### src/design/pic_pkg.sv
package pic_pkg;

	// Byte addresses of the register words on the Avalon-MM slave.
	localparam logic [15:0] PIC_DET_EN_OFS = 16'hF600;
	localparam logic [15:0] PIC_MODE_LO_OFS = 16'hF604;
	localparam logic [15:0] PIC_MODE_HI_OFS = 16'hF608;
	localparam logic [15:0] PIC_LEVEL_BASE_OFS = 16'hF610;
	localparam logic [15:0] PIC_LEVEL_LAST_OFS = 16'hF62C;
	localparam logic [15:0] PIC_MASK_OFS = 16'hF640;
	localparam logic [15:0] PIC_EDGE_CLR_OFS = 16'hF660;
	localparam logic [15:0] PIC_PENDING_OFS = 16'hF680;
	localparam logic [15:0] PIC_STATUS_OFS = 16'hF6A0;
	localparam logic [15:0] PIC_FLAG0_OFS = 16'hF6C0;
	localparam logic [15:0] PIC_FLAG1_OFS = 16'hF6C4;

	// Field positions.
	localparam int PIC_DET_EN_BIT = 0;
	localparam int PIC_MASK_LVL_LSB = 0;
	localparam int PIC_EDGE_SRC_A_LSB = 0;
	localparam int PIC_EDGE_EN_A_BIT = 7;
	localparam int PIC_EDGE_SRC_B_LSB = 16;
	localparam int PIC_EDGE_EN_B_BIT = 23;
	localparam int PIC_STAT_CAUSE_LSB = 0;
	localparam int PIC_STAT_LEVEL_LSB = 8;
	localparam int PIC_STAT_FLAG_BIT = 16;
	localparam int PIC_LEVELS_PER_REG = 4;
	localparam int PIC_LEVEL_FIELD_STRIDE = 8;

	// Reset values.
	localparam logic [31:0] PIC_RST_WORD = 32'h0000_0000;
	localparam logic [2:0] PIC_RST_LEVEL = 3'h0;
	localparam logic [4:0] PIC_RST_CAUSE = 5'h00;

	// Source numbering.
	localparam int PIC_NUM_SOURCES = 32;
	localparam int PIC_NUM_WR_TIMEOUT = 1;
	localparam int PIC_NUM_EXT_BASE = 2;
	localparam int PIC_NUM_EXT = 8;
	localparam int PIC_NUM_FLAG = 18;
	localparam logic [31:0] PIC_RESERVED_MASK = 32'h8000_0401;

	typedef enum logic [1:0] {
		PIC_MODE_LOW = 2'h0,
		PIC_MODE_HIGH = 2'h1,
		PIC_MODE_FALL = 2'h2,
		PIC_MODE_RISE = 2'h3
	} pic_mode_e;

endpackage

### src/design/pic_irq_ctrl_unit.sv
`timescale 1ns/1ps
module pic_irq_ctrl_unit
	import pic_pkg::*;
(
	// Clock and reset
	input wire logic sys_clk,
	input wire logic rst_n,
	// Avalon-MM register slave
	input wire logic [15:0] avs_address,
	input wire logic avs_read,
	input wire logic avs_write,
	input wire logic [3:0] avs_byteenable,
	input wire logic [31:0] avs_writedata,
	output logic [31:0] avs_readdata,
	output logic avs_waitrequest,
	// Interrupt sources
	input wire logic wr_timeout_irq,
	input wire logic [7:0] ext_int,
	input wire logic [18:0] periph_irq,
	// Requests out
	output logic cpu_irq,
	output logic [4:0] cpu_cause,
	output logic [2:0] cpu_level,
	output logic flag_irq_out
);

	// The core timer and software interrupts have no port here.

	function automatic logic [31:0] pic_be_mask(input logic [3:0] be);
		logic [31:0] m;
		m = 32'h0000_0000;
		for (int b = 0; b < 4; b++) begin
			if (be[b]) begin
				m[8*b +: 8] = 8'hFF;
			end
		end
		return m;
	endfunction

	function automatic logic [31:0] pic_merge(input logic [31:0] old_v,
		input logic [31:0] new_v, input logic [3:0] be);
		logic [31:0] m;
		m = pic_be_mask(be);
		return (old_v & ~m) | (new_v & m);
	endfunction

	// True when the bus address selects the register word at ofs.
	function automatic logic pic_at(input logic [15:0] a, input logic [15:0] ofs);
		return a[15:2] == ofs[15:2];
	endfunction

	// Returns {found, number, level} of the winning request.
	function automatic logic [8:0] pic_pick(input logic [31:0] elig,
		input logic [95:0] lv);
		logic [2:0] bl;
		logic [4:0] bn;
		bl = 3'h0;
		bn = 5'h00;
		for (int i = 0; i < PIC_NUM_SOURCES; i++) begin
			// Strictly greater keeps the smaller number on a tie.
			if (elig[i] && (lv[3*i +: 3] > bl)) begin
				bl = lv[3*i +: 3];
				bn = 5'(i);
			end
		end
		return {(bl != 3'h0), bn, bl};
	endfunction

	logic detect_enable_bit;
	logic [31:0] detection_mode_reg_lo;
	logic [31:0] detection_mode_reg_hi;
	logic [2:0] level_field [PIC_NUM_SOURCES];
	logic [2:0] mask_level_reg;
	logic [31:0] irq_flag_reg;
	logic [4:0] cause_field;
	logic [2:0] current_level_field;
	logic request_flag;
	logic [31:0] pending_reg;

	logic bus_ack;
	logic bus_req;
	logic wr_fire;
	logic [31:0] rd_word;
	logic [15:0] level_ofs;
	logic [2:0] level_idx;
	logic level_hit;
	logic [31:0] wdata_be;

	logic [7:0] ext_meta;
	logic [7:0] ext_sync;
	logic [31:0] raw_src;
	logic [31:0] edge_clr;
	logic [31:0] eligible;
	logic [95:0] level_flat;
	logic [8:0] pick;
	logic pick_found;
	logic [4:0] pick_num;
	logic [2:0] pick_lvl;
	logic reselect;
	logic cur_dropped;
	logic cur_lowered;
	logic higher_seen;
	logic [15:0] word_addr;

	// Bus slave: one wait cycle, answer at the second edge of a request.
	assign bus_req = avs_read || avs_write;
	assign avs_waitrequest = bus_req && !bus_ack;
	assign wr_fire = avs_write && bus_ack;
	assign wdata_be = avs_writedata & pic_be_mask(avs_byteenable);
	assign word_addr = {avs_address[15:2], 2'b00};

	always_ff @(posedge sys_clk or negedge rst_n) begin
		if (!rst_n) begin
			bus_ack <= 1'b0;
		end else begin
			bus_ack <= bus_req && !bus_ack;
		end
	end

	// Level words are decoded as a range so that one index serves all eight.
	always_comb begin
		level_ofs = avs_address - PIC_LEVEL_BASE_OFS;
		level_idx = level_ofs[4:2];
		level_hit = (avs_address[15:2] >= PIC_LEVEL_BASE_OFS[15:2]) &&
			(avs_address[15:2] <= PIC_LEVEL_LAST_OFS[15:2]);
	end

	always_comb begin
		rd_word = PIC_RST_WORD;
		if (level_hit) begin
			for (int j = 0; j < PIC_LEVELS_PER_REG; j++) begin
				rd_word[PIC_LEVEL_FIELD_STRIDE*j +: 3] =
					level_field[PIC_LEVELS_PER_REG*level_idx + j];
			end
		end else begin
			case (word_addr)
				PIC_DET_EN_OFS: rd_word[PIC_DET_EN_BIT] = detect_enable_bit;
				PIC_MODE_LO_OFS: rd_word = detection_mode_reg_lo;
				PIC_MODE_HI_OFS: rd_word = detection_mode_reg_hi;
				PIC_MASK_OFS: rd_word[PIC_MASK_LVL_LSB +: 3] = mask_level_reg;
				PIC_PENDING_OFS: rd_word = pending_reg;
				PIC_STATUS_OFS: begin
					rd_word[PIC_STAT_CAUSE_LSB +: 5] = cause_field;
					rd_word[PIC_STAT_LEVEL_LSB +: 3] = current_level_field;
					rd_word[PIC_STAT_FLAG_BIT] = request_flag;
				end
				PIC_FLAG0_OFS: rd_word = irq_flag_reg;
				PIC_FLAG1_OFS: rd_word = irq_flag_reg;
				default: rd_word = PIC_RST_WORD;
			endcase
		end
	end

	// Read data is captured in the wait cycle so that it stands at the completing edge.
	always_ff @(posedge sys_clk or negedge rst_n) begin
		if (!rst_n) begin
			avs_readdata <= PIC_RST_WORD;
		end else if (avs_read && !bus_ack) begin
			avs_readdata <= rd_word;
		end
	end

	// Control registers.
	always_ff @(posedge sys_clk or negedge rst_n) begin
		if (!rst_n) begin
			detect_enable_bit <= 1'b0;
			detection_mode_reg_lo <= PIC_RST_WORD;
			detection_mode_reg_hi <= PIC_RST_WORD;
			mask_level_reg <= PIC_RST_LEVEL;
		end else if (wr_fire) begin
			case (word_addr)
				PIC_DET_EN_OFS: begin
					if (avs_byteenable[0]) begin
						detect_enable_bit <= avs_writedata[PIC_DET_EN_BIT];
					end
				end
				PIC_MODE_LO_OFS: detection_mode_reg_lo <=
					pic_merge(detection_mode_reg_lo, avs_writedata, avs_byteenable);
				PIC_MODE_HI_OFS: detection_mode_reg_hi <=
					pic_merge(detection_mode_reg_hi, avs_writedata, avs_byteenable);
				PIC_MASK_OFS: begin
					if (avs_byteenable[0]) begin
						mask_level_reg <= avs_writedata[PIC_MASK_LVL_LSB +: 3];
					end
				end
				default: begin
				end
			endcase
		end
	end

	// Level registers: four sources per word, one per byte lane.
	always_ff @(posedge sys_clk or negedge rst_n) begin
		if (!rst_n) begin
			for (int i = 0; i < PIC_NUM_SOURCES; i++) begin
				level_field[i] <= PIC_RST_LEVEL;
			end
		end else if (wr_fire && level_hit) begin
			for (int j = 0; j < PIC_LEVELS_PER_REG; j++) begin
				if (avs_byteenable[j]) begin
					level_field[PIC_LEVELS_PER_REG*level_idx + j] <=
						avs_writedata[PIC_LEVEL_FIELD_STRIDE*j +: 3];
				end
			end
		end
	end

	// Flag register: word 0 writes both ways, word 1 only sets bits.
	always_ff @(posedge sys_clk or negedge rst_n) begin
		if (!rst_n) begin
			irq_flag_reg <= PIC_RST_WORD;
		end else if (wr_fire && pic_at(avs_address, PIC_FLAG0_OFS)) begin
			irq_flag_reg <= pic_merge(irq_flag_reg, avs_writedata, avs_byteenable);
		end else if (wr_fire && pic_at(avs_address, PIC_FLAG1_OFS)) begin
			irq_flag_reg <= irq_flag_reg | wdata_be;
		end
	end

	// The outgoing flag request is registered so that it never glitches.
	always_ff @(posedge sys_clk or negedge rst_n) begin
		if (!rst_n) begin
			flag_irq_out <= 1'b0;
		end else begin
			flag_irq_out <= |irq_flag_reg;
		end
	end

	// External pins pass a two-flop synchroniser.
	always_ff @(posedge sys_clk or negedge rst_n) begin
		if (!rst_n) begin
			ext_meta <= 8'h00;
			ext_sync <= 8'h00;
		end else begin
			ext_meta <= ext_int;
			ext_sync <= ext_meta;
		end
	end

	// Reserved numbers stay tied low; every other number has one source.
	always_comb begin
		raw_src = PIC_RST_WORD;
		raw_src[PIC_NUM_WR_TIMEOUT] = wr_timeout_irq;
		raw_src[PIC_NUM_EXT_BASE +: PIC_NUM_EXT] = ext_sync;
		raw_src[17:11] = periph_irq[6:0];
		raw_src[PIC_NUM_FLAG] = |irq_flag_reg;
		raw_src[30:19] = periph_irq[18:7];
	end

	// Edge clear register decodes into one-cycle clear strobes.
	always_comb begin
		edge_clr = PIC_RST_WORD;
		if (wr_fire && pic_at(avs_address, PIC_EDGE_CLR_OFS)) begin
			if (wdata_be[PIC_EDGE_EN_A_BIT]) begin
				edge_clr = edge_clr | (32'h0000_0001 <<
					avs_writedata[PIC_EDGE_SRC_A_LSB +: 5]);
			end
			if (wdata_be[PIC_EDGE_EN_B_BIT]) begin
				edge_clr = edge_clr | (32'h0000_0001 <<
					avs_writedata[PIC_EDGE_SRC_B_LSB +: 5]);
			end
		end
	end

	for (genvar g = 0; g < PIC_NUM_SOURCES; g++) begin : gen_src
		logic [1:0] src_mode;
		assign src_mode = (g < 16) ? detection_mode_reg_lo[2*(g%16) +: 2] :
			detection_mode_reg_hi[2*(g%16) +: 2];
		pic_src_detect #(
			.USED(!PIC_RESERVED_MASK[g])
		) u_det (
			.sys_clk(sys_clk),
			.rst_n(rst_n),
			.detect_en(detect_enable_bit),
			.mode(src_mode),
			.clear(edge_clr[g]),
			.raw(raw_src[g]),
			.pending(pending_reg[g])
		);
	end

	// A request takes part only when pending, non-zero and not below the mask.
	always_comb begin
		for (int i = 0; i < PIC_NUM_SOURCES; i++) begin
			level_flat[3*i +: 3] = level_field[i];
			eligible[i] = pending_reg[i] &&
				(level_field[i] != PIC_RST_LEVEL) &&
				(level_field[i] >= mask_level_reg);
		end
		pick = pic_pick(eligible, level_flat);
		pick_found = pick[8];
		pick_num = pick[7:3];
		pick_lvl = pick[2:0];
	end

	// Reselection triggers; an equal level with a smaller number is not one.
	always_comb begin
		cur_dropped = !eligible[cause_field];
		cur_lowered = level_field[cause_field] < current_level_field;
		higher_seen = pick_lvl > current_level_field;
		reselect = !request_flag || cur_dropped || cur_lowered || higher_seen;
	end

	// Current status: held until a reselection event.
	always_ff @(posedge sys_clk or negedge rst_n) begin
		if (!rst_n) begin
			cause_field <= PIC_RST_CAUSE;
			current_level_field <= PIC_RST_LEVEL;
			request_flag <= 1'b0;
		end else if (reselect) begin
			if (pick_found) begin
				cause_field <= pick_num;
				current_level_field <= pick_lvl;
				request_flag <= 1'b1;
			end else begin
				request_flag <= 1'b0;
			end
		end
	end

	assign cpu_irq = request_flag;
	assign cpu_cause = cause_field;
	assign cpu_level = current_level_field;

endmodule

### src/design/pic_src_detect.sv
`timescale 1ns/1ps
module pic_src_detect
	import pic_pkg::*;
#(
	parameter bit USED = 1'b1
) (
	// Clock and reset
	input wire logic sys_clk,
	input wire logic rst_n,
	// Control
	input wire logic detect_en,
	input wire logic [1:0] mode,
	input wire logic clear,
	// Source and result
	input wire logic raw,
	output logic pending
);

	logic prev;
	logic latched;
	logic edge_hit;
	logic level_mode;

	always_ff @(posedge sys_clk or negedge rst_n) begin
		if (!rst_n) begin
			prev <= 1'b0;
		end else begin
			prev <= raw;
		end
	end

	always_comb begin
		level_mode = (mode == PIC_MODE_LOW) || (mode == PIC_MODE_HIGH);
		case (mode)
			PIC_MODE_RISE: edge_hit = raw & ~prev;
			PIC_MODE_FALL: edge_hit = ~raw & prev;
			default: edge_hit = 1'b0;
		endcase
	end

	// An edge in the same cycle as a clear keeps the request.
	always_ff @(posedge sys_clk or negedge rst_n) begin
		if (!rst_n) begin
			latched <= 1'b0;
		end else if (!USED) begin
			latched <= 1'b0;
		end else if (detect_en && edge_hit) begin
			latched <= 1'b1;
		end else if (clear || level_mode) begin
			latched <= 1'b0;
		end
	end

	// Level modes follow the source; edge modes hold until cleared.
	assign pending = USED && detect_en &&
		(level_mode ? (raw == mode[0]) : latched);

endmodule

### config.mk
export PLATFORM = sky130hd
export DESIGN_NAME = pic_irq_ctrl_unit
export DESIGN_NICKNAME = d
export VERILOG_FILES = /design/src/design/pic_pkg.sv /design/src/design/pic_irq_ctrl_unit.sv /design/src/design/pic_src_detect.sv
export SDC_FILE = /design/constraint.sdc
export NUM_CORES = 1
export LEC_CHECK = 0
export BUFFER_PORTS_ARGS = -buffer_cell sky130_fd_sc_hd__buf_4
export CAP_MARGIN = 20
export CORE_ASPECT_RATIO = 1.1
export CORE_MARGIN = 8
export CORE_UTILIZATION = 50
export CTS_CLUSTER_SIZE = 30
export DETAILED_ROUTE_END_ITERATION = 12
export HOLD_SLACK_MARGIN = 0.05
export PLACE_DENSITY = 0.74
export SKIP_LAST_GASP = 1
export SYNTH_ARGS = -nofsm -noshare
export SYNTH_HDL_FRONTEND = slang
export SYNTH_SLANG_ARGS = --single-unit
### constraint.sdc
create_clock -name sys_clk -period 114.2 [get_ports sys_clk]
set_clock_uncertainty 0.15 [all_clocks]
set_input_delay 0 -clock sys_clk [delete_from_list [all_inputs] [get_ports sys_clk]]
set_output_delay 0 -clock sys_clk [all_outputs]
set_load 0.005 [all_outputs]
; Yosys cells after proc, flatten, opt, wreduce, memory -nomap -nowiden
; Cells that the tools add are included.
[totals]
reg_bits = 312
input_bits = 84
output_inout_bits = 43
word_cells = 1016
[op_classes]
addsub = 4
order_cmp = 72
n_eq_ne = 125
shift = 2
muxes = 257
bitwise_logic = 136
reduce_logical = 318
[ops]
columns = op, n
row1 = 96-bit two-way mux, 7
row2 = 96-bit bitwise mux, 4
row3 = 32-bit bitwise AND, 7
row4 = 8-bit two-way mux, 24
row5 = 1-bit logical AND, 157
row6 = 5-bit two-way mux, 30
row7 = 3-bit two-way mux, 47
row8 = "33-bit by 6-bit greater-or-equal comparator with 1-bit output, second input constant", 4
row9 = "33-bit by 1-bit less-than comparator with 1-bit output, second input constant", 4
row10 = 32-bit OR, 4
row11 = "14-bit == test, second input constant", 9
row12 = 31-bit two-way mux, 4
row13 = "2-bit == test, second input constant", 58
row14 = 6-bit inverter with 33-bit output, 3
row15 = 32-bit inverter, 3
row16 = 1-bit two-way mux, 90
row17 = 3-bit nonzero test, 30
row18 = 3-bit greater-or-equal comparator, 29
row19 = 3-bit greater-than comparator, 29
row20 = 3-bit binary-select mux with 5-bit select, 5
row21 = 32-bit two-way mux, 2
row22 = 1-bit logical OR, 62
row23 = "1-bit by 5-bit left shift with 31-bit output, first input constant", 2
row24 = 3-bit demux with 5-bit select, 4
row25 = 34 further kinds, 296

; Depth between registers and ports, before layout
; Gate-level depths: netlist (run 1).
[depth]
ltp_word = 95
depth_mapped = 219
depth_no_buf = 218

; Cells and area by module
; Synthesis (run 1) repeated with hierarchy kept, for this count alone.
[unflattened]
hier_cells = 2388
area_unflattened_um2 = 22685.5
[modules_own_cells]
columns = mod, n_inst, cells_each, area_per_inst_um2, seq_area_each_um2
row1 = pic_irq_ctrl_unit, 1, 2034, 19531.2, 6381.1
row2 = pic_src_detect at gen_src[11].u_det ..., 29, 12, 107.6, 50.0
row3 = pic_src_detect at gen_src[0].u_det ..., 3, 2, 11.3, 0.0

; Least setup slack after synthesis (run 1)
; Ideal clock, no wire load.
[synth_timing]
path_kind = register -> register
startpoint = register mask_level_reg[1]
endpoint = register cause_field[0], in the netlist cpu_cause[0]
setup_ns = 0.125
t_arrival_ns = 36.467
t_required_ns = 113.925
path_slack_ns = 77.458
stages_incl_launch_ff = 209
n_path_buf = 1
period_less_slack_ns = 36.742
cell_sequence = dfrtp_1 > inv_1 > ha_1 > o21ai_0 > o21bai_1 > nand3_1 > ha_1 > nor2b_4 > o21a_1 > o211a_4 > a21oi_1 > nor2_1 > ha_1 > nor2b_1 > o21ai_0 > a32oi_1 > and2_4 > buf_4 > (+173 left out) > o22a_1 > ha_1 > inv_1 > o21ai_0 > a21oi_1 > o21a_1 > mux2i_4 > inv_1 > or3_1 > o221ai_1 > ha_1 > inv_1 > a21o_1 > a21oi_1 > a31oi_1 > or4b_2 > o31a_4 > mux2_4
[synth_between]
elab_chain_len = 91
elab_cells_between_ends = 182
cone_classes = order compare (58) / mux (60) / reduce/logical (64)
[synth_rtl]
columns = element, line
row1 = "start, declared", pic_irq_ctrl_unit.sv:73  ; logic [2:0] mask_level_reg;
row2 = "start signal, assigned", pic_irq_ctrl_unit.sv:183  ; mask_level_reg <= avs_writedata[PIC_MASK_LVL_LSB +: 3];
row3 = 3-bit greater-or-equal comparator, pic_irq_ctrl_unit.sv:287  ; (level_field[i] >= mask_level_reg);
row4 = 1-bit logical AND, pic_irq_ctrl_unit.sv:286  ; (level_field[i] != PIC_RST_LEVEL) &&
row5 = 1-bit logical AND, pic_irq_ctrl_unit.sv:61  ; if (elig[i] && (lv[3*i +: 3] > bl)) begin
row6 = 3-bit two-way mux, pic_irq_ctrl_unit.sv:61
row7 = 3-bit greater-than comparator, pic_irq_ctrl_unit.sv:61
row8 = 1-bit logical AND, pic_irq_ctrl_unit.sv:61
row9 = 3-bit two-way mux, pic_irq_ctrl_unit.sv:61
row10 = 3-bit greater-than comparator, pic_irq_ctrl_unit.sv:61
row11 = (+75 left out), --
row12 = 1-bit logical AND, pic_irq_ctrl_unit.sv:61
row13 = 3-bit two-way mux, pic_irq_ctrl_unit.sv:61
row14 = 3-bit greater-than comparator, pic_irq_ctrl_unit.sv:61
row15 = 1-bit logical AND, pic_irq_ctrl_unit.sv:61
row16 = 3-bit two-way mux, pic_irq_ctrl_unit.sv:61
row17 = 3-bit greater-than comparator, pic_irq_ctrl_unit.sv:299  ; higher_seen = pick_lvl > current_level_field;
row18 = 1-bit logical OR, pic_irq_ctrl_unit.sv:300  ; reselect = !request_flag || cur_dropped || cur_lowered || higher_seen;
row19 = 2-bit AND reduction (no line), --
row20 = "end signal, assigned", pic_irq_ctrl_unit.sv:311  ; cause_field <= pick_num;
row21 = "end, declared", pic_irq_ctrl_unit.sv:75  ; logic [4:0] cause_field;
; Parallel ways exist; a longest one is shown, timed or not. The select of a mux whose other input is x is not followed.
; A chain may end at the register's enable or synchronous reset.

; Worst setup path in the final report (run 1)
[layout_timing]
startpoint = register detect_enable_bit
endpoint = register cause_field[3], in the netlist cpu_cause[3]
[layout_between]
elab_chain_len = 92
elab_cells_between_ends = 207
cone_classes = order compare (29) / mux (56) / reduce/logical (122)
[layout_rtl]
columns = element, line
row1 = "start, declared", pic_irq_ctrl_unit.sv:69  ; logic detect_enable_bit;
row2 = "start signal, assigned", pic_irq_ctrl_unit.sv:174  ; detect_enable_bit <= avs_writedata[PIC_DET_EN_BIT];
row3 = 1-bit logical AND, pic_src_detect.sv:55  ; assign pending = USED && detect_en &&
row4 = 1-bit logical AND, pic_irq_ctrl_unit.sv:285  ; eligible[i] = pending_reg[i] &&
row5 = 1-bit logical AND, pic_irq_ctrl_unit.sv:286
row6 = 1-bit logical AND, pic_irq_ctrl_unit.sv:61
row7 = 3-bit two-way mux, pic_irq_ctrl_unit.sv:61
row8 = 3-bit greater-than comparator, pic_irq_ctrl_unit.sv:61
row9 = 1-bit logical AND, pic_irq_ctrl_unit.sv:61
row10 = 3-bit two-way mux, pic_irq_ctrl_unit.sv:61
row11 = (+76 left out), --
row12 = 1-bit logical AND, pic_irq_ctrl_unit.sv:61
row13 = 3-bit two-way mux, pic_irq_ctrl_unit.sv:61
row14 = 3-bit greater-than comparator, pic_irq_ctrl_unit.sv:61
row15 = 1-bit logical AND, pic_irq_ctrl_unit.sv:61
row16 = 3-bit two-way mux, pic_irq_ctrl_unit.sv:61
row17 = 3-bit greater-than comparator, pic_irq_ctrl_unit.sv:299
row18 = 1-bit logical OR, pic_irq_ctrl_unit.sv:300
row19 = 2-bit AND reduction (no line), --
; Parallel ways exist; a longest one is shown, timed or not. The select of a mux whose other input is x is not followed.

==> qor.yml, run 1 <==
status:
  outcome: "finished, final reports clean"
power:
  power_density_nw_per_um2: 9.26
  irDropWorstVdd_mv: 0.0177
  leakagePower_nw: 11.3
grt:
  grt_start_max_net_pins: 108
  grt_pass1_wl_um: 125000
  overflow: 0
  antenna_found_initial: 5
  grt_usage: 0.309
  grt_pass1_vias: 20700
sta:
  period_needed_ns: 42.58
  holdWs_ns: 0.0720
  max_slew_margin: 0.247
  max_freq_ghz: 0.0235
  tightest_slew_ns: 1.12
  rsz0062_at_grt: "false"
  fin_crit_sh: 0.373
  hold_violations: 0
  setup_viol_count_final: 0
  slew_violations: 0
  setup_tns_ns: 0
layout:
  finalInstanceArea_sq_um: 25900
  nNetsFinal: 2740
  fillers: 3698
  syn_to_final_growth_pct: 17.1
  register_area_sq_um: 7810
  drive_above_1_share: 0.195
  multi_input_area_sq_um: 13600
  fin_cells: 3141
route:
  wl_per_cell_um: 26.1
  dr.pass1.iters: 7
  drc_errors: 0
  drtIter0Drc: 2189
  vias: 21100
  routed_wl_um: 81900
  vias_per_cell: 6.72
  drtAntennaViolNets: 0
logic_synthesis:
  yosys.area.top_type_share: 0.353
  ys_warn_count: 0
  synthDistinctLibCells: 113
  yosys.cell_count.top_type: "dfrtp_1"
  yosys-top-cells-count: "dfrtp_1 (312), nand2_1 (306), mux2_2 (172)"
  synthTopCellsByArea: "dfrtp_1 (35%), mux2_2 (8.8%), ha_1 (7.1%)"
  synth_nets: 2545
  synth_top_area_cell: "dfrtp_1"
  synth_edf_count: 0
  syn-mean-instance-area_sq_um: 9.47
  synth-seq-cells: 312
  yosysSeqAreaShare: 0.353
  synth_flop_cell: "dfrtp_1"
  synthArstFlopShare: 1.00
  syn_area_sq_um: 22100
  synth_cells: 2336
critical_path:
  crit_end: "cpu_cause[3]$_DFFE_PN0P_"
  ff2ff_path_depth: 207
  path_max_fanout: 24
  cpMostUsedCell: "nor2_1"
  critPathLaunchType: "flop"
  cp_slowest_cell: "or4b_2"
  arrival_ns: 42.89
  cp-startpoint: "detect_enable_bit$_DFFE_PN0P_"
  cp-end-kind: "flop"
  worstReg2RegEnd: "cpu_cause[3]$_DFFE_PN0P_"
  path_class: "reg -> reg"
  cp.required_ns: 114.51
  slowest_delay_ns: 0.75
  r2r_setup_slack_ns: 71.62
  r2r-start: "detect_enable_bit$_DFFE_PN0P_"
placed_design:
  hpwl_um: 58200
  port_buffers: 124
  postPlaceCellArea_sq_um: 23600
  place_congestion: 0.986
  dp_cells: 2957
cts:
  clk_pin_slew_ns: 0.07
  htree_num_levels: 1
  cts_sinks: 312
  numCtsBuffers: 31
  cts_resized: 0
  cts_tree: "done"
  clk_latency_ns: 0.59
  root_buffer: "clkbuf_16"
  clockBufferDepth: 3
floorplan:
  die_w_um: 217
  die_y_um: 237
  core_region_area_sq_um: 44100
  die_area_sq_um: 51200
  start_util: 0.502
  io_pins: 127
  rows: 81
hold_path:
  worstHoldPathType: "in -> reg"
flow_run:
  cap_violations: 0
## metal layers
| layer | share of wire | up-vias | GRT usage |
|---|---|---|---|
| li1 | - | 9215 | - |
| met2 | 0.47 | 1242 | 0.504 |
| met4 | 0.070 | 4 | 0.187 |
| met3 | 0.092 | 289 | 0.0541 |
| met5 | 0.00028 | - | 0 |
| met1 | 0.37 | 10400 | 0.378 |
## worst max-delay path: cells and delay by family (launching register included)
| family | cells | cell delay (ns) |
|---|---|---|
| compound gates | 85 | 17.70 |
| fa+ha+maj | 35 | 10.09 |
| buf+inv | 8 | 0.92 |
| flops | 1 | 0.69 |
| mux | 7 | 2.37 |
| simple gates | 72 | 10.45 |
## stage by stage
step | total power [mW] | util | setup slack, ns
finish | 0.240 | 0.588 | 71.62
global route | 0.245 | 0.587 | 68.36
CTS | 0.240 | 0.587 | 72.27
detailed placement | 0.128 | 0.535 | 72.45
global placement | 0.128 | 0.534 | 73.17
floorplan | 0.119 | - | 77.46
## how the worst min path moves through the flow
stage                                 start                             to  slack [ns]  depth (start not counted)
after floorplan                       rst_n                      async pin       -0.45                          0
after global placement                rst_n                      async pin       -0.05                          1
after detailed placement         ext_int[7]          ext_meta[7]$_DFF_PN0_       -0.04                          1
after CTS                   avs_address[14]  detect_enable_bit$_DFFE_PN0P_        0.05                          6
after global routing      avs_writedata[15]                           flop        0.07                          3
final                     avs_writedata[15]                           flop        0.07                          3
## repair_timing
item                       4_1_cts  5_1_grt
hold endpoints to repair       387        0
hold buffers                   121        0
setup endpoints to repair        0        0
setup buffers                    0        0
## final cells by class
type | count | area share
repair buffers | 273 | 0.0928
flip-flops and latches | 312 | 0.302
clock buffers | 41 | 0.0337
clock inverters | 16 | 0.00816
inverters | 72 | 0.0104
well taps | 581 | 0.0281
multi-input cells | 1841 | 0.525
diodes | 5 | 0.000483
## logic make-up (layout without fill, tap and decap cells)
logic type,after synthesis,in the layout,share of synthesized area
xor gates and xnor gates,28,28,0.0111
AOI/OAI and AO/OA,690,690,0.225
adders and majority gates,133,133,0.0743
DFF,312,312,0.353
and+or+nand+nor,759,759,0.167
other,0,5,0
muxes,231,231,0.137
buffers and inverters,183,402,0.0333
## where the power goes
group / leakage [nW] / internal, mW / total, mW / switching (mW)
Combinational: 6.57 / 0.00691 / 0.0170 / 0.0101
Clock: 0.516 / 0.0631 / 0.110 / 0.0468
Sequential: 4.22 / 0.112 / 0.113 / 0.00124
## cell usage in the layout (no fill, tap or decap), drive strengths merged, types with 65 or more instances in the layout
master       Yosys  layout
a21oi           85      85
nor3            65      65
dfrtp          312     312
dlygate4sd3      0     120
mux2           177     177
a22oi           86      86
o21ai          169     169
buf             28     152
inv             72      71
ha             125     125
nand2          306     306
nor2           135     135
(Power assumes the default switching activity.)
==> inputs of run 2 (changes only) <==
--- a/config.mk
+++ b/config.mk
@@ -13,7 +13,7 @@
 export CTS_CLUSTER_SIZE = 30
 export DETAILED_ROUTE_END_ITERATION = 12
 export HOLD_SLACK_MARGIN = 0.05
-export PLACE_DENSITY = 0.74
+export PLACE_DENSITY = 0.77
 export SKIP_LAST_GASP = 1
 export SYNTH_ARGS = -nofsm -noshare
 export SYNTH_HDL_FRONTEND = slang
==> constraint.sdc (replaced) <==
create_clock -name sys_clk -period 37.7 [get_ports sys_clk]
set_clock_uncertainty 0.15 [all_clocks]
set_input_delay 0 -clock sys_clk [delete_from_list [all_inputs] [get_ports sys_clk]]
set_output_delay 0 -clock sys_clk [all_outputs]
set_load 0.005 [all_outputs]
==> qor.yml, run 2 (synthesis results as in run 1) <==
status:
  outcome: "finished, final reports clean"  # unchanged
critical_path:
  slowest_delay_ns: 0.56  # was 0.75 ns
  path_max_fanout: 6  # was 24
  r2r-start: "mask_level_reg[2]$_DFFE_PN0P_"  # was detect_enable_bit$_DFFE_PN0P_
  worstReg2RegEnd: "cpu_cause[4]$_DFFE_PN0P_"  # was cpu_cause[3]$_DFFE_PN0P_
  critPathLaunchType: "flop"  # unchanged
  cpMostUsedCell: "nor2_1"  # unchanged
  cp-startpoint: "mask_level_reg[2]$_DFFE_PN0P_"  # was detect_enable_bit$_DFFE_PN0P_
  cp-end-kind: "flop"  # unchanged
  ff2ff_path_depth: 217  # was 207
  crit_end: "cpu_cause[4]$_DFFE_PN0P_"  # was cpu_cause[3]$_DFFE_PN0P_
  arrival_ns: 36.81  # was 42.89 ns
  r2r_setup_slack_ns: 1.21  # was 71.62 ns
  cp.required_ns: 38.02  # was 114.51 ns
  cp_slowest_cell: "or4b_4"  # was or4b_2
  path_class: "reg -> reg"  # unchanged
floorplan:
  die_y_um: 237  # unchanged
  io_pins: 127  # unchanged
  rows: 81  # unchanged
  start_util: 0.502  # unchanged
  die_w_um: 217  # unchanged
  die_area_sq_um: 51200  # unchanged
  core_region_area_sq_um: 44100  # unchanged
grt:
  grt_pass1_wl_um: 127000  # was 125,000 um
  grt_start_max_net_pins: 88  # was 108
  grt_usage: 0.311  # was 0.309
  overflow: 0  # unchanged
  antenna_found_initial: 2  # was 5
  grt_pass1_vias: 21800  # was 20,700
sta:
  slew_violations: 0  # unchanged
  max_freq_ghz: 0.0274  # was 0.0235 GHz
  hold_violations: 0  # unchanged
  setup_viol_count_final: 0  # unchanged
  layout_setup_ws_ns: 1.21  # was 71.62 ns
  period_needed_ns: 36.49  # was 42.58 ns
  max_slew_margin: 0.253  # was 0.247
  fin_crit_sh: 0.968  # was 0.373
  setup_tns_ns: 0  # unchanged
  tightest_slew_ns: 1.12  # about the same
placed_design:
  port_buffers: 124  # unchanged
  hpwl_um: 58800  # was 58,200 um
  place_congestion: 0.950  # was 0.986
  preCtsSetupSlack_ns: -0.970  # was 72.45 ns
cts:
  numCtsBuffers: 30  # was 31
  root_buffer: "clkbuf_16"  # unchanged
  cts_tree: "done"  # unchanged
  clockBufferDepth: 3  # unchanged
  clk_pin_slew_ns: 0.07  # about the same
  clk_latency_ns: 0.58  # was 0.59 ns
  htree_num_levels: 1  # unchanged
  cts_sinks: 312  # unchanged
route:
  drc_errors: 0  # unchanged
  routed_wl_um: 83400  # was 81,900 um
  vias_per_cell: 6.66  # was 6.72
  drtIter0Drc: 2188  # was 2,189
  dr.pass1.iters: 6  # was 7
  wl_per_cell_um: 25.5  # was 26.1 um
  vias: 21800  # was 21,100
  drtAntennaViolNets: 0  # unchanged
layout:
  antenna-diode-count: 0  # was 5
  layout_commonest_cell: "dfrtp_1"  # unchanged
  syn_to_final_growth_pct: 25.0  # was 17.1%
  finalCoreUtilization: 0.627  # was 0.588
  final_cell_mix: "dfrtp_1 (310), nand2_1 (300), buf_4 (284)"  # was dfrtp_1 (309), nand2_1 (306), mux2_2 (172)
  nNetsFinal: 2876  # was 2,740
  drive_above_1_share: 0.284  # was 0.195
hold_path:
  worstHoldPathType: "in -> reg"  # unchanged
power:
  power_density_nw_per_um2: 26.0  # was 9.26 nW/um^2
  leakagePower_nw: 12.1  # was 11.3 nW
  irDropWorstVdd_mv: 0.0385  # was 0.0177 mV
flow_run:
  cap_violations: 0  # unchanged
==> run 2: routing by layer <==
metal  wire, um  global-route usage
met1      30300               0.365
met3       7830              0.0634
met5          0                   0
met4       5830               0.195
met2      39400               0.516
==> run 2: cell type report <==
class | count | area (sq um)
multi-input combinational | 1841 | 14400
sequential | 312 | 7810
timing repair buffer | 410 | 3440
fill | 3449 | 16400
inverter | 72 | 270
tap | 581 | 727
clock inverter | 10 | 139
clock buffer | 43 | 911
==> run 2: per-stage QoR <==
stage                     area [sq um]  hold slack (ns)  cells  power [mW]
after global placement           24200          -0.0969   3040       0.388
final                            27700           0.0684   3269       0.720
after detailed placement         24200          -0.0919   3040       0.389
after global routing             27700           0.0633   3269       0.736
after floorplan                  22100           -0.446   2336       0.361
after CTS                        26700           0.0525   3232       0.718
==> run 2: what timing repair did <==
action	4_1_cts	5_1_grt
endpoints found under the setup margin	9	9
pin swaps	22	126
endpoints found under the hold margin	366	0
gates resized for setup	29	156
buffers inserted	22	34
hold buffers	117	0
==> run 2: critical path, delay by kind of cell (launching register included) <==
kind / cells / cell delay, ns
buffers and inverters: 15 / 1.57
flip-flops: 1 / 0.41
adder cells (fa/ha/maj): 35 / 9.62
multiplexers: 7 / 1.92
AND/OR/NAND/NOR: 71 / 8.35
AO/OA/AOI/OAI: 89 / 14.29
==> run 2: worst min path at each step <==
stage,startpoint,end,cells past startpoint
global placement,rst_n,avs_readdata[21]$_DFFE_PN0P_,1
finish,avs_writedata[15],flop,3
floorplan,rst_n,async pin,0
detailed placement,rst_n,avs_readdata[23]$_DFFE_PN0P_,1
global route,avs_writedata[15],flop,3
CTS,avs_writedata[12],irq_flag_reg[12]$_DFFE_PN0P_,3
==> run 2: power breakdown <==
part	total [mW]	internal, mW	leakage, nW	switching [mW]
Sequential	0.343	0.339	4.22	0.00390
Combinational	0.0512	0.0208	7.38	0.0304
Clock	0.326	0.188	0.506	0.138
